===== config.mk =====
export PLATFORM = sky130hd
export DESIGN_NAME = mcr_regs
export DESIGN_NICKNAME = d
export VERILOG_FILES = /design/src/mcr_pkg.sv /design/src/mcr_regs.sv
export SDC_FILE = /design/constraint.sdc
export NUM_CORES = 1
export LEC_CHECK = 0
export ABC_AREA = 0
export BUFFER_PORTS_ARGS = -buffer_cell sky130_fd_sc_hd__buf_4
export CELL_PAD_IN_SITES_DETAIL_PLACEMENT = 1
export CELL_PAD_IN_SITES_GLOBAL_PLACEMENT = 2
export CORE_MARGIN = 1.5
export CORE_UTILIZATION = 33
export CTS_CLUSTER_SIZE = 20
export DETAILED_ROUTE_END_ITERATION = 7
export GPL_TIMING_DRIVEN = 0
export HOLD_SLACK_MARGIN = 0.02
export PLACE_DENSITY_LB_ADDON = 0.12
export SYNTH_ARGS = -nofsm -noshare
export SYNTH_HDL_FRONTEND = slang
export SYNTH_SLANG_ARGS = --single-unit

===== constraint.sdc =====
create_clock -name clk_sys -period 5.6 [get_ports clk_sys]
set_input_delay 1.4 -clock clk_sys [delete_from_list [all_inputs] [get_ports clk_sys]]
set_output_delay 1.4 -clock clk_sys [all_outputs]
set_load 0.02 [all_outputs]

===== src/mcr_pkg.sv =====
// constants and types for the mac-side config and status register bank
package mcr_pkg;

  // ****************************************************************
  // register indices; byte address on the bus is four times the index
  // ****************************************************************
  localparam logic [7:0] IDX_SWRST = 8'h00; // soft reset trigger
  localparam logic [7:0] IDX_CTRL1 = 8'h10; // mac_side_control_one
  localparam logic [7:0] IDX_IRQEN = 8'h12; // mac_side_irq_enable
  localparam logic [7:0] IDX_STAT = 8'h13; // mac_side_status
  localparam logic [7:0] IDX_FCTL2 = 8'h1A; // fiber_control_two
  localparam logic [7:0] ADR_SWRST = IDX_SWRST << 2;
  localparam logic [7:0] ADR_CTRL1 = IDX_CTRL1 << 2;
  localparam logic [7:0] ADR_IRQEN = IDX_IRQEN << 2;
  localparam logic [7:0] ADR_STAT = IDX_STAT << 2;
  localparam logic [7:0] ADR_FCTL2 = IDX_FCTL2 << 2;

  // ****************************************************************
  // field positions
  // ****************************************************************
  localparam int B_SWRST = 15; // soft reset request, self clearing
  localparam int C1_PASS = 6; // pass odd nibble preambles
  localparam int C1_RXPU = 3; // rgmii rx clock always powered
  localparam int F2_FORCE = 15; // force interrupt
  localparam int F2_BYPEN = 6; // serial an bypass enable
  localparam int F2_BYPST = 5; // serial an bypass status
  localparam int F2_TXDIS = 3; // fiber transmitter disable
  localparam int ST_FIFO = 7; // copper fifo over/underflow
  localparam int ST_INS = 3; // idle inserted
  localparam int ST_DEL = 2; // idle deleted

  // ****************************************************************
  // reset values and masks
  // ****************************************************************
  localparam logic [15:0] CTRL1_RST = 16'hC448;
  localparam logic [15:0] IRQEN_RST = 16'h0000;
  localparam logic [15:0] FCTL2_RST = 16'h0042;
  localparam logic [15:0] FCTL2_WMASK = 16'hFFDF; // bit 5 is read only
  localparam logic [15:0] ST_MASK = 16'h008C; // implemented status bits

  // ****************************************************************
  // types
  // ****************************************************************
  typedef enum logic [1:0] {
    S_IDLE = 2'b01, // waiting for a bus request
    S_ACK = 2'b10 // waitrequest low, access completes
  } mcr_bus_st_t;

  typedef struct packed {
    logic fifo_err; // copper fifo over/underflow pulse
    logic idle_ins; // idle inserted pulse
    logic idle_del; // idle deleted pulse
    logic up_bypass; // serial link up via bypass timer
    logic up_an; // serial link up via regular negotiation
    logic an_done; // raw fiber negotiation complete level
  } mcr_evt_t;

  typedef struct packed {
    logic byp_en; // applied bypass enable
    logic pass_odd; // applied preamble pass option
    logic rxclk_on; // applied rgmii rx clock always on
    logic tx_dis; // fiber transmitter disabled
  } mcr_cfg_t;

  typedef struct packed {
    mcr_bus_st_t st; // bus handshake state
    logic wreq; // waitrequest
    logic [15:0] rdata; // captured read data
    logic [15:0] ctrl1; // mac control one
    logic [15:0] irqen; // interrupt enables
    logic [15:0] fctl2; // fiber control two, bit 5 unused
    logic [15:0] stat; // latched status
    logic byp_st; // bypass status
    mcr_cfg_t cfg; // settings seen by the datapath
    logic an_done; // gated negotiation complete
    logic irq; // interrupt level
  } mcr_state_t;

  localparam mcr_state_t MCR_RST = '{
    st: S_IDLE, wreq: 1'b1, rdata: 16'h0000, ctrl1: CTRL1_RST,
    irqen: IRQEN_RST, fctl2: FCTL2_RST, stat: 16'h0000,
    byp_st: 1'b0, cfg: '{1'b1, 1'b1, 1'b1, 1'b0},
    an_done: 1'b0, irq: 1'b0};

endpackage


===== src/mcr_regs.sv =====
// mac-side configuration and status register bank on avalon-mm
// Notes on behaviour
// - bypass enable defaults 1, applied at soft reset
// - bypass status shows link came up via bypass
// - bypass status set forces negotiation-complete low
// - transmitter disable bit, default 0, kept on soft reset
// - preamble option 0 pads, 1 passes, default 1
// - rx clock control default 1 keeps clock running
// - rx clock control applied only at soft reset
// - three interrupt enables, default 0, kept on soft reset
// - fifo over/underflow status latches high
// - idle inserted and deleted status latch high
//
// Our own choice: the Avalon-MM register port.
`timescale 1ns/1ps
`default_nettype none

module mcr_regs
  import mcr_pkg::*;
(
  input wire logic clk_sys, // 250 mhz system clock
  input wire logic srst, // synchronous reset, active high
  input wire logic [7:0] address, // byte address
  input wire logic read, // read request
  input wire logic write, // write request
  input wire logic [31:0] writedata, // write data, low 16 bits used
  output logic [31:0] readdata, // read data
  output logic waitrequest, // high until access completes
  input wire mcr_evt_t evt_i, // datapath events, same clock
  output mcr_cfg_t cfg_o, // applied settings
  output logic an_done_o, // fiber negotiation complete, gated
  output logic irq_o // level interrupt, active high
);

  // ****************************************************************
  // state
  // ****************************************************************
  mcr_state_t s_q; // registered state
  mcr_state_t s_d; // next state
  logic done; // access completes at this edge
  logic wr_acc; // write takes effect
  logic rd_acc; // read completes
  logic sw_rst; // soft reset request
  logic [15:0] rmux; // read data selected by address
  logic [15:0] clr; // status bits to clear
  logic [15:0] evt_bits; // status bits to set

  // ****************************************************************
  // read mux
  // ****************************************************************
  // unmapped and write-only locations read as zero
  // captured at the request edge, so the master must hold the address
  always_comb begin
    if (address == ADR_CTRL1) begin
      rmux = s_q.ctrl1;
    end else if (address == ADR_IRQEN) begin
      rmux = s_q.irqen;
    end else if (address == ADR_STAT) begin
      rmux = s_q.stat & ST_MASK;
    end else if (address == ADR_FCTL2) begin
      // bypass status is live state, not stored writable data
      rmux = s_q.fctl2 & FCTL2_WMASK;
      rmux[F2_BYPST] = s_q.byp_st;
    end else begin
      rmux = 16'h0000;
    end
  end

  // ****************************************************************
  // next state
  // ****************************************************************
  always_comb begin
    s_d = s_q;
    done = 1'b0;
    // bus handshake: one wait cycle, then waitrequest low for one
    // fixed latency costs a cycle per access but keeps masters simple
    case (s_q.st)
      S_IDLE: begin
        if (read || write) begin
          s_d.st = S_ACK;
          s_d.wreq = 1'b0;
          // capture now so data stands at the completing edge
          s_d.rdata = read ? rmux : 16'h0000;
        end
      end
      S_ACK: begin
        s_d.st = S_IDLE;
        s_d.wreq = 1'b1;
        done = 1'b1;
      end
      default: begin
        s_d.st = S_IDLE;
        s_d.wreq = 1'b1;
      end
    endcase
    wr_acc = done && write;
    rd_acc = done && read;
    sw_rst = wr_acc && address == ADR_SWRST && writedata[B_SWRST];

    // register writes; reserved fields are stored as written
    if (wr_acc && address == ADR_CTRL1) begin
      s_d.ctrl1 = writedata[15:0];
    end
    if (wr_acc && address == ADR_IRQEN) begin
      s_d.irqen = writedata[15:0];
    end
    if (wr_acc && address == ADR_FCTL2) begin
      s_d.fctl2 = writedata[15:0] & FCTL2_WMASK;
    end

    // clear only bits the reader actually saw, so an event that
    // lands between capture and completion survives
    clr = 16'h0000;
    if (rd_acc && address == ADR_STAT) begin
      clr = s_q.rdata;
    end else if (wr_acc && address == ADR_STAT) begin
      clr = writedata[15:0]; // write one to clear
    end
    s_d.stat = s_q.stat & ~clr;

    // soft reset: status clears, update-type settings are applied,
    // retained fields (enables, tx disable) are untouched
    // an event in the same cycle is applied below and survives
    if (sw_rst) begin
      s_d.stat = 16'h0000;
      s_d.byp_st = 1'b0;
      s_d.cfg.byp_en = s_q.fctl2[F2_BYPEN];
      s_d.cfg.pass_odd = s_q.ctrl1[C1_PASS];
      s_d.cfg.rxclk_on = s_q.ctrl1[C1_RXPU];
    end

    // events set after clears so a same-cycle event wins
    evt_bits = 16'h0000;
    evt_bits[ST_FIFO] = evt_i.fifo_err;
    evt_bits[ST_INS] = evt_i.idle_ins;
    evt_bits[ST_DEL] = evt_i.idle_del;
    s_d.stat = s_d.stat | evt_bits;

    // link-up cause; a bypass report wins a same-cycle tie
    if (evt_i.up_bypass) begin
      s_d.byp_st = 1'b1;
    end else if (evt_i.up_an) begin
      s_d.byp_st = 1'b0;
    end

    // outputs computed from next state so pins track registers
    s_d.cfg.tx_dis = s_d.fctl2[F2_TXDIS];
    s_d.an_done = evt_i.an_done && !s_d.byp_st;
    s_d.irq = (|(s_d.stat & s_d.irqen & ST_MASK))
      || s_d.fctl2[F2_FORCE];
  end

  // ****************************************************************
  // state register
  // ****************************************************************
  // synchronous reset only; every other change goes through s_d
  always_ff @(posedge clk_sys) begin
    if (srst) begin
      s_q <= MCR_RST;
    end else begin
      s_q <= s_d;
    end
  end

  // ****************************************************************
  // outputs, all straight from flops
  // ****************************************************************
  // one cycle of latency on every pin, traded for glitch-free outputs
  assign readdata = {16'h0000, s_q.rdata};
  assign waitrequest = s_q.wreq;
  assign cfg_o = s_q.cfg;
  assign an_done_o = s_q.an_done;
  assign irq_o = s_q.irq;
endmodule

`default_nettype wire


# Word level (Yosys, flattened, before mapping)

Index checks and enable logic that the tools add are counted.
W data, S select, Z words.

Logic and storage cells: 56
Output and inout bits: 39
Input port bits: 50
Register bits: 89

Reductions and logical operators: 17
Bitwise gates (word level): 5
Equal/unequal tests: 6
Muxes and demuxes: 13

Operators by type and width:

| operator             | number |
|---|---|
| $mux W16             | 9 |
| $eq A8 B7 Y1 const B | 4 |
| $mux W20             | 1 |
| $and A16 B16 Y16     | 1 |
| $not A16 Y16         | 1 |
| $or A16 B8 Y16       | 1 |
| $logic_and A1 B1 Y1  | 10 |
| $and A8 B8 Y8        | 1 |
| $logic_not A8 Y1     | 1 |
| $mux W1              | 3 |
| $reduce_or A3 Y1     | 1 |
| $eq A2 B1 Y1 const B | 1 |
| $eq A2 B2 Y1 const B | 1 |
| $logic_or A1 B1 Y1   | 2 |
| $reduce_and A2 Y1    | 1 |
| $reduce_or A2 Y1     | 1 |
| $logic_not A1 Y1     | 1 |
| $not A1 Y1           | 1 |

# Longest topological paths before layout

Gate-level depths: netlist (run 1).

Word-level depth: 13
Gate-level depth with buffers: 8
Gate-level depth less buffers: 5

# Worst setup path before layout (run 1)

No wires, ideal clock.

Path type: input-to-reg
From: in address[5]
To: reg s_q (netlist bit irq_o)
Data arrival time: 2.606 ns
Setup slack: 2.870 ns
Setup time: 0.124 ns
Stages: 6
Cell sequence: nor4b_4 buf_6 o2111ai_2 a31oi_2 nor3_1 a2111o_1

Longest elaborated chain between the ends: 11
Elaborated cells on any way between the ends: 21

Ends and longest elaborated chain:

| element              | line                             | source |
|---|---|---|
| start, declared      | mcr_regs.sv:23                   | `input wire logic [7:0] address,` |
| $eq A8 B7 Y1         | mcr_regs.sv:114, mcr_regs.sv:116 |  |
| $logic_and A1 B1 Y1  | mcr_regs.sv:116                  | `end else if (wr_acc && address == ADR_STAT) begin` |
| $mux W16             | mcr_regs.sv:116                  |  |
| $mux W16             | mcr_regs.sv:114                  | `if (rd_acc && address == ADR_STAT) begin` |
| $not A16 Y16         | mcr_regs.sv:119                  | `s_d.stat = s_q.stat & ~clr;` |
| $and A16 B16 Y16     | mcr_regs.sv:119                  |  |
| $mux W20             | mcr_regs.sv:124                  | `if (sw_rst) begin` |
| $or A16 B8 Y16       | mcr_regs.sv:137                  | `s_d.stat = s_d.stat \| evt_bits;` |
| $and A8 B8 Y8        | mcr_regs.sv:149                  | `s_d.irq = (\|(s_d.stat & s_d.irqen & ST_MASK))` |
| $reduce_or A3 Y1     | mcr_regs.sv:149                  |  |
| $logic_or A1 B1 Y1 * | mcr_regs.sv:150                  | `\|\| s_d.fctl2[F2_FORCE];` |
| end signal, assigned | mcr_regs.sv:159                  | `s_q <= MCR_RST;` |
| end signal, assigned | mcr_regs.sv:161                  | `s_q <= s_d;` |
| end, declared        | mcr_regs.sv:38                   | `mcr_state_t s_q;` |

Every way passes the cells marked *; elsewhere a longest branch is shown, timed or not.
A chain may end at the register's enable or synchronous reset.

# Final worst setup path (run 1)

From: in address[6]
To: reg s_q (netlist bit readdata[14])

Longest elaborated chain between the ends: 6
Elaborated cells on any way between the ends: 9

Ends and longest elaborated chain:

| element      | line           | source |
|---|---|---|
| $eq A8 B7 Y1 | mcr_regs.sv:60 | `end else if (address == ADR_FCTL2) begin` |
| $mux W16     | mcr_regs.sv:60 |  |
| $mux W16     | mcr_regs.sv:58 | `end else if (address == ADR_STAT) begin` |
| $mux W16     | mcr_regs.sv:56 | `end else if (address == ADR_IRQEN) begin` |
| $mux W16 *   | mcr_regs.sv:54 | `if (address == ADR_CTRL1) begin` |
| $mux W16 *   | mcr_regs.sv:83 | `s_d.rdata = read ? rmux : 16'h0000;` |

Marked as above.

==> insert_results.sql, run 1 <==
INSERT INTO impl_metrics (metric_group, metric, value, unit) VALUES
('setup_path', 'timing_worst_setup_path_type', 'input pin to flop', ''),
('routing', 'remaining_drc_errors', '0', ''),
('setup_path', 'worstRegToRegCells', '6', ''),
('sta', 'worst_pin_slew', '0.6074', 'ns'),
('clock_tree', 'clk_transition_reported_paths', '0.07', 'ns'),
('finish', 'multiInputGateArea', '1534', 'um^2'),
('sta', 'tns_setup', '0', 'ns'),
('yosys', 'main_combinational_cell_family_by_area_after_synthesis', 'simple AND/OR/NAND/NOR gates', ''),
('setup_path', 'critical_path.max_stage_delay', '0.44', 'ns'),
('setup_path', 'cpMaxStageDelayCell', 'sky130_fd_sc_hd__a221oi_1', ''),
('setup_path', 'reg2reg_to', 'irq_o', ''),
('die', 'area_of_the_core', '9864', 'um^2'),
('routing', 'wirelength', '9875', 'um'),
('setup_path', 'cp_cell_sequence', 'buf_4, nor4b_4, buf_6, and2_2, buf_2, buf_4, a221oi_1, a2bb2oi_1, nor2_1', ''),
('finish', 'nets_final', '533', ''),
('clock_tree', 'cts.root.buffer_cell', 'sky130_fd_sc_hd__clkbuf_8', ''),
('routing', 'wl_per_cell', '15.95', 'um'),
('clock_tree', 'clock_path_buffers', '2', ''),
('clock_tree', 'cts_post_setup_buffers_inserted', '0', ''),
('routing', 'viasPerCell', '4.850', ''),
('global_route', 'grt_pass1_vias', '3055', ''),
('clock_tree', 'cts_hold_buf', '0', ''),
('finish', 'area_growth_syn_to_layout', '23.64', '%'),
('die', 'initial_core_util', '34.40', '%'),
('setup_path', 'critical_path.endpoint_type', 'flop', ''),
('power', 'power.density', '236.3', 'nW/um^2'),
('setup_path', 'reg2reg_setup_slack', '3.67', 'ns'),
('routing', 'detailedRoute.firstPassIterationCount', '4', ''),
('hold_path', 'hp-class', 'flop to flop', ''),
('global_route', 'grt.total_usage', '19.27', '%'),
('die', 'die-area', '10900', 'um^2'),
('yosys', 'synth_top_area_cell', 'sky130_fd_sc_hd__dfxtp_1', ''),
('finish', 'sequential_area', '1481', 'um^2'),
('hold_path', 'worst_hold_path.endpoint', 's_q[59]', ''),
('sta', 'finalWorstPathRequiredPeriod', '2.840', 'ns'),
('yosys', 'synth_xor_area_share', '0', '%'),
('yosys', 'area_fraction_of_the_dominant_cell_type_after_synthesis', '43.66', '%'),
('finish', 'fin_util', '42.53', '%'),
('placement', 'place_inst', '605', ''),
('yosys', 'share_of_synthesized_area_occupied_by_flip_flops_and_latches', '43.66', '%'),
('setup_path', 'timing.critical_path.max_delay_family', 'compound AO/OA/AOI/OAI gates', ''),
('yosys', 'post_synth_fa_ha_maj_area_fraction', '0', '%'),
('finish', 'post_route_cells_drive_above_1_share', '27.78', '%'),
('clock_tree', 'clock_sinks', '74', ''),
('sta', 'period_share', '50.71', '%'),
('yosys', 'synth-compound-area-share', '20.87', '%'),
('setup_path', 'cp-start-kind', 'input pin', ''),
('yosys', 'yosysWarningCount', '0', ''),
('sta', 'count_of_endpoints_failing_setup_in_the_final_report', '0', ''),
('die', 'io_pins', '89', ''),
('run_status', 'status', 'completed', ''),
('clock_tree', 'cts_made_buffers', '9', ''),
('setup_path', 'crit_arrival', '3.06', 'ns'),
('placement', 'place_congestion', '0.7608', ''),
('setup_path', 'cpMostUsedCell', 'sky130_fd_sc_hd__buf_4', ''),
('sta', 'finalClockSkew', '0.008597', 'ns'),
('placement', 'portBuffers', '56', ''),
('finish', 'fillCellCount', '1206', ''),
('job', 'max-cap-violations', '0', ''),
('finish', 'antenna_cells_inserted', '0', ''),
('power', 'cellLeakagePower', '1.717', 'nW'),
('die', 'die_width', '104.4', 'um'),
('finish', 'layout.cells.non_filler', '619', ''),
('routing', 'detailroute.via_count', '3002', ''),
('hold_path', 'holdCritStartpoint', 's_q[59]', ''),
('placement', 'place.detailed.hpwl', '7512', 'um'),
('routing', 'detail-route-antenna-nets', '0', ''),
('yosys', 'synth_simple_gate_area_share', '21.98', '%'),
('clock_tree', 'postCtsResizedCells', '0', ''),
('routing', 'drtIter0Drc', '127', ''),
('sta', 'max_clock_freq', '352.1', 'MHz');
==> cell type report <==
class | instances | area share (%)
Multi-Input combinational cell | 273 | 36.56
Inverter | 5 | 0.4474
Sequential cell | 74 | 35.31
Clock inverter | 3 | 0.4175
Buffer | 64 | 9.902
Timing Repair Buffer | 56 | 10.02
Tap cell | 133 | 3.967
Clock buffer | 11 | 3.370
==> state kept, by name, indices dropped and copies added, names as in the netlist <==
register	cells
s_q	53
readdata	16
irq_o	1
an_done_o	1
cfg_o	3
==> stage by stage <==
step / setup WS (ns) / total power [mW] / instance area [um^2] / hold slack, ns
after global placement: 2.453 / 0.6395 / 4036 / 0.4397
after floorplan: 2.870 / 0.5971 / 3450 / 0.4332
after global routing: 2.649 / 1.027 / 4195 / 0.4774
after CTS: 2.789 / 0.9973 / 4195 / 0.4584
final: 2.760 / 0.9911 / 4195 / 0.4556
after detailed placement: 2.421 / 0.6407 / 4036 / 0.4472
==> worst min-delay path, delay by kind of cell, from the launching register on <==
kind               cells  cell delay, ns
AOI/OAI and AO/OA      1            0.05
DFF                    1            0.31
and+or+nand+nor        1            0.05
==> kinds of logic (layout without fill, tap and decap cells) <==
logic type | Yosys count | after routing
buf+inv | 69 | 139
mux | 2 | 2
compound gates | 107 | 107
flops | 74 | 74
other cells | 1 | 16
simple gates | 148 | 148
==> synth_stat cells (4+ instances only) <==
cell type / n
sky130_fd_sc_hd__nand2_1: 91
sky130_fd_sc_hd__nand3b_1: 4
sky130_fd_sc_hd__inv_1: 5
sky130_fd_sc_hd__dfxtp_1: 74
sky130_fd_sc_hd__o21ai_0: 17
sky130_fd_sc_hd__and3b_1: 4
sky130_fd_sc_hd__buf_4: 39
sky130_fd_sc_hd__clkbuf_1: 12
sky130_fd_sc_hd__a221oi_1: 13
sky130_fd_sc_hd__a21oi_1: 44
sky130_fd_sc_hd__a211o_1: 6
sky130_fd_sc_hd__nor2_1: 25
sky130_fd_sc_hd__a2bb2oi_1: 13
sky130_fd_sc_hd__buf_2: 9
==> routing by layer <==
| layer | part of all wire (%) | wire length, um | GRT usage [%] | vias up |
|---|---|---|---|---|
| met3 | 4.9 | 479 | 3.383 | 11 |
| li1 | - | - | - | 1491 |
| met4 | 1.1 | 104 | 4.762 | 0 |
| met1 | 50 | 4945 | 27.15 | 1429 |
| met2 | 44 | 4346 | 30.36 | 71 |
| met5 | 0 | 0 | 0 | - |
==> worst max path at each step <==
stage | start | endpoint | slack (ns) | cells past startpoint
after floorplan | address[5] | irq_o | 2.87 | 6
after global placement | address[6] | readdata[6] | 2.45 | 9
after detailed placement | address[6] | readdata[13] | 2.42 | 9
after CTS | address[6] | readdata[13] | 2.79 | 9
after global routing | address[6] | readdata[13] | 2.65 | 9
final | address[6] | readdata[14] | 2.76 | 9
==> power breakdown <==
group / switching, mW / internal (mW)
combinational: 0.0559 / 0.0402
sequential: 0.00257 / 0.530
clock: 0.196 / 0.167
No activity file was read; power rests on OpenSTA's default activity.
==> run 2, diff against run 1 <==
--- a/config.mk
+++ b/config.mk
@@ -10,7 +10,7 @@
 export CELL_PAD_IN_SITES_DETAIL_PLACEMENT = 1
 export CELL_PAD_IN_SITES_GLOBAL_PLACEMENT = 2
 export CORE_MARGIN = 1.5
-export CORE_UTILIZATION = 33
+export CORE_UTILIZATION = 27
 export CTS_CLUSTER_SIZE = 20
 export DETAILED_ROUTE_END_ITERATION = 7
 export GPL_TIMING_DRIVEN = 0
==> constraint.sdc (replaced) <==
create_clock -name clk_sys -period 2.6 [get_ports clk_sys]
set_input_delay 0.65 -clock clk_sys [delete_from_list [all_inputs] [get_ports clk_sys]]
set_output_delay 0.65 -clock clk_sys [all_outputs]
set_load 0.02 [all_outputs]
==> run 2 against run 1 <==
Against the previous run:
- non-clock buffer count did not move
- via count down 2.0%
- critical endpoint is now readdata[6]
- setup slack worse by 2.2 ns
- combinational power is 120% higher
- clock power rose to 4.0 times the previous value
==> insert_results.sql, run 2 (synthesis gave the netlist of run 1 again) <==
INSERT INTO impl_metrics (metric_group, metric, value, unit) VALUES
('power', 'power.density', '637.5', 'nW/um^2'),
('finish', 'most_common_cell_after_layout_fill_and_taps_aside', 'sky130_fd_sc_hd__buf_4', ''),
('power', 'clockPowerShare', '52.0', '%'),
('clock_tree', 'clock_sinks', '74', ''),
('global_route', 'grt_start_max_net_pins', '14', ''),
('sta', 'count_of_endpoints_failing_setup_in_the_final_report', '0', ''),
('placement', 'pre_cts_worst_setup_slack', '0.1875', 'ns'),
('power', 'switching_power_share_of_the_total', '22.28', '%'),
('sta', 'tns_setup', '0', 'ns'),
('setup_path', 'reg2reg_to', 'irq_o', ''),
('sta', 'relSlewSlack', '56.37', '%'),
('global_route', 'gr-total-overflow', '0', ''),
('clock_tree', 'postCtsResizedCells', '0', ''),
('setup_path', 'timing_worst_setup_path_type', 'input pin to flop', ''),
('die', 'rows', '40', ''),
('die', 'area_of_the_core', '12110', 'um^2'),
('global_route', 'grt_first_pass_wirelength', '16320', 'um'),
('die', 'initial_core_util', '28.02', '%'),
('sta', 'worst_pin_slew', '0.6544', 'ns'),
('clock_tree', 'clock_path_buffers', '2', ''),
('setup_path', 'cpMostUsedCell', 'sky130_fd_sc_hd__buf_4', ''),
('routing', 'detailroute.via_count', '2942', ''),
('power', 'p_total', '2.825', 'mW'),
('clock_tree', 'clk-insertion-delay-late', '0.34', 'ns'),
('finish', 'mostFrequentLayoutCells', 'sky130_fd_sc_hd__buf_4 (95), sky130_fd_sc_hd__nand2_1 (91), sky130_fd_sc_hd__dfxtp_1 (74)', ''),
('placement', 'place_congestion', '0.7860', ''),
('routing', 'remaining_drc_errors', '0', ''),
('placement', 'place.detailed.hpwl', '7883', 'um'),
('sta', 'final-max-slew-violation-count', '0', ''),
('job', 'max-cap-violations', '0', ''),
('finish', 'post_route_cells_drive_above_1_share', '28.28', '%'),
('hold_path', 'min_delay_path_depth', '2', ''),
('power', 'switchingPower', '0.6294', 'mW'),
('setup_path', 'timing.critical_path.max_delay_family', 'compound AO/OA/AOI/OAI gates', ''),
('placement', 'portBuffers', '56', ''),
('setup_path', 'cp_cell_sequence', 'buf_4, nor4b_4, buf_6, and2_2, buf_2, buf_4, a221oi_1, a2bb2oi_1, nor2_1', ''),
('setup_path', 'reg2reg_setup_slack', '0.70', 'ns'),
('hold_path', 'holdCritStartpoint', 's_q[60]', ''),
('power', 'power.combinational.fraction', '7.3', '%'),
('placement', 'place_inst', '640', ''),
('clock_tree', 'cts_made_buffers', '9', ''),
('routing', 'viasPerCell', '4.485', ''),
('die', 'die_width', '115.1', 'um'),
('finish', 'fillCellCount', '1490', ''),
('clock_tree', 'tritoncts', 'built', ''),
('finish', 'layout.cells.non_filler', '656', ''),
('clock_tree', 'cts_hold_buf', '0', ''),
('hold_path', 'hp-class', 'flop to flop', ''),
('finish', 'largest_register_ffs', '53', ''),
('clock_tree', 'cts.root.buffer_cell', 'sky130_fd_sc_hd__clkbuf_16', ''),
('clock_tree', 'cts_post_setup_buffers_inserted', '0', ''),
('setup_path', 'crit_arrival', '2.27', 'ns'),
('routing', 'detail-route-antenna-nets', '0', ''),
('run_status', 'status', 'completed', ''),
('power', 'cellLeakagePower', '1.809', 'nW'),
('sta', 'hold_viol', '0', ''),
('power', 'vdd_drop_max', '0.2861', 'mV'),
('global_route', 'antenna_found_initial', '0', ''),
('setup_path', 'critical_path.endpoint_type', 'flop', ''),
('clock_tree', 'cts-htree-levels', '3', ''),
('sta', 'setup_slack_after_layout', '0.5456', 'ns'),
('setup_path', 'worstRegToRegCells', '6', ''),
('sta', 'unrepaired_setup_endpoints_after_global_routing', 'no', ''),
('power', 'power_report.internal_total', '2.196', 'mW'),
('sta', 'period_share', '79.02', '%'),
('die', 'io_pins', '89', ''),
('setup_path', 'crit_buf_inv', '4', ''),
('routing', 'wirelength', '10460', 'um'),
('setup_path', 'worst_ep_required_time', '2.81', 'ns'),
('sta', 'max_clock_freq', '486.8', 'MHz'),
('die', 'die-area', '13250', 'um^2'),
('setup_path', 'critical_path.max_stage_delay', '0.42', 'ns'),
('global_route', 'grt_pass1_vias', '2872', ''),
('routing', 'detailedRoute.firstPassIterationCount', '4', ''),
('setup_path', 'timing.critical_path.fanout_max', '10', ''),
('setup_path', 'cpMaxStageDelayCell', 'sky130_fd_sc_hd__a221oi_1', ''),
('finish', 'max_flop_register', 's_q', ''),
('finish', 'area_growth_syn_to_layout', '30.60', '%'),
('setup_path', 'crit_start', 'address[6]', ''),
('finish', 'antenna_cells_inserted', '0', ''),
('setup_path', 'cp-start-kind', 'input pin', ''),
('die', 'die_height', '115.1', 'um'),
('routing', 'drtIter0Drc', '141', ''),
('setup_path', 'r2r_start', 's_q[88]', ''),
('routing', 'wl_per_cell', '15.94', 'um'),
('hold_path', 'worst_hold_path.endpoint', 's_q[60]', ''),
('sta', 'finalWorstPathRequiredPeriod', '2.054', 'ns'),
('global_route', 'grt.total_usage', '16.77', '%'),
('clock_tree', 'clk_transition_reported_paths', '0.06', 'ns'),
('power', 'sequentialPowerShare', '40.6', '%'),
('sta', 'finalClockSkew', '0.004516', 'ns'),
('finish', 'nets_final', '533', '');
==> run 2: tightest hold or removal path: stages, from the launching register on <==
cell and delay (ns):
sky130_fd_sc_hd__dfxtp_1 0.30, sky130_fd_sc_hd__nand2_1 0.05, sky130_fd_sc_hd__a21oi_1 0.05
==> run 2: final cells by class <==
class	count	area, um^2	area share (%)
multi-input combinational	273	1534	34.61
inverter	5	18.77	0.4235
tap	168	210.2	4.743
timing repair buffer	56	420.4	9.486
clock inverter	6	112.6	2.541
clock buffer	10	239.0	5.392
buffer	64	415.4	9.373
sequential	74	1481	33.43
==> run 2: how the worst max path moves through the flow <==
stage / endpoint / slack, ns / cells after the start
finish: readdata[6] / 0.55 / 9
global route: readdata[6] / 0.42 / 9
CTS: readdata[6] / 0.54 / 9
detailed placement: readdata[6] / 0.19 / 9
global placement: readdata[6] / 0.19 / 9
floorplan: irq_o / 0.62 / 6
==> run 2: metal layers <==
metal,global-route usage [%],wire [um],vias to the layer above,part of all wire [%]
li1,-,-,1501,-
met1,23.56,5180,1365,50
met2,25.79,4714,65,45
met3,2.741,406,11,3.9
met4,6.420,155,0,1.5
met5,0,0,-,0
==> run 2: metrics by stage <==
stage | util (%) | instance area, um^2 | hold slack, ns
detailed placement | 33.69 | 4080 | 0.4470
floorplan | - | 3450 | 0.4332
global route | 36.59 | 4432 | 0.4692
CTS | 36.59 | 4432 | 0.4549
global placement | 33.69 | 4080 | 0.4407
finish | 36.59 | 4432 | 0.4526
==> run 2: power by group through the flow <==
stage	clock network [mW]	registers, mW	logic (mW)
6_report	1.47	1.15	0.208
5_1_grt	1.56	1.15	0.227
4_1_cts	1.50	1.15	0.211
3_5_place_dp	0	1.17	0.210
3_3_place_gp	0	1.17	0.209
2_1_floorplan	0	1.17	0.112
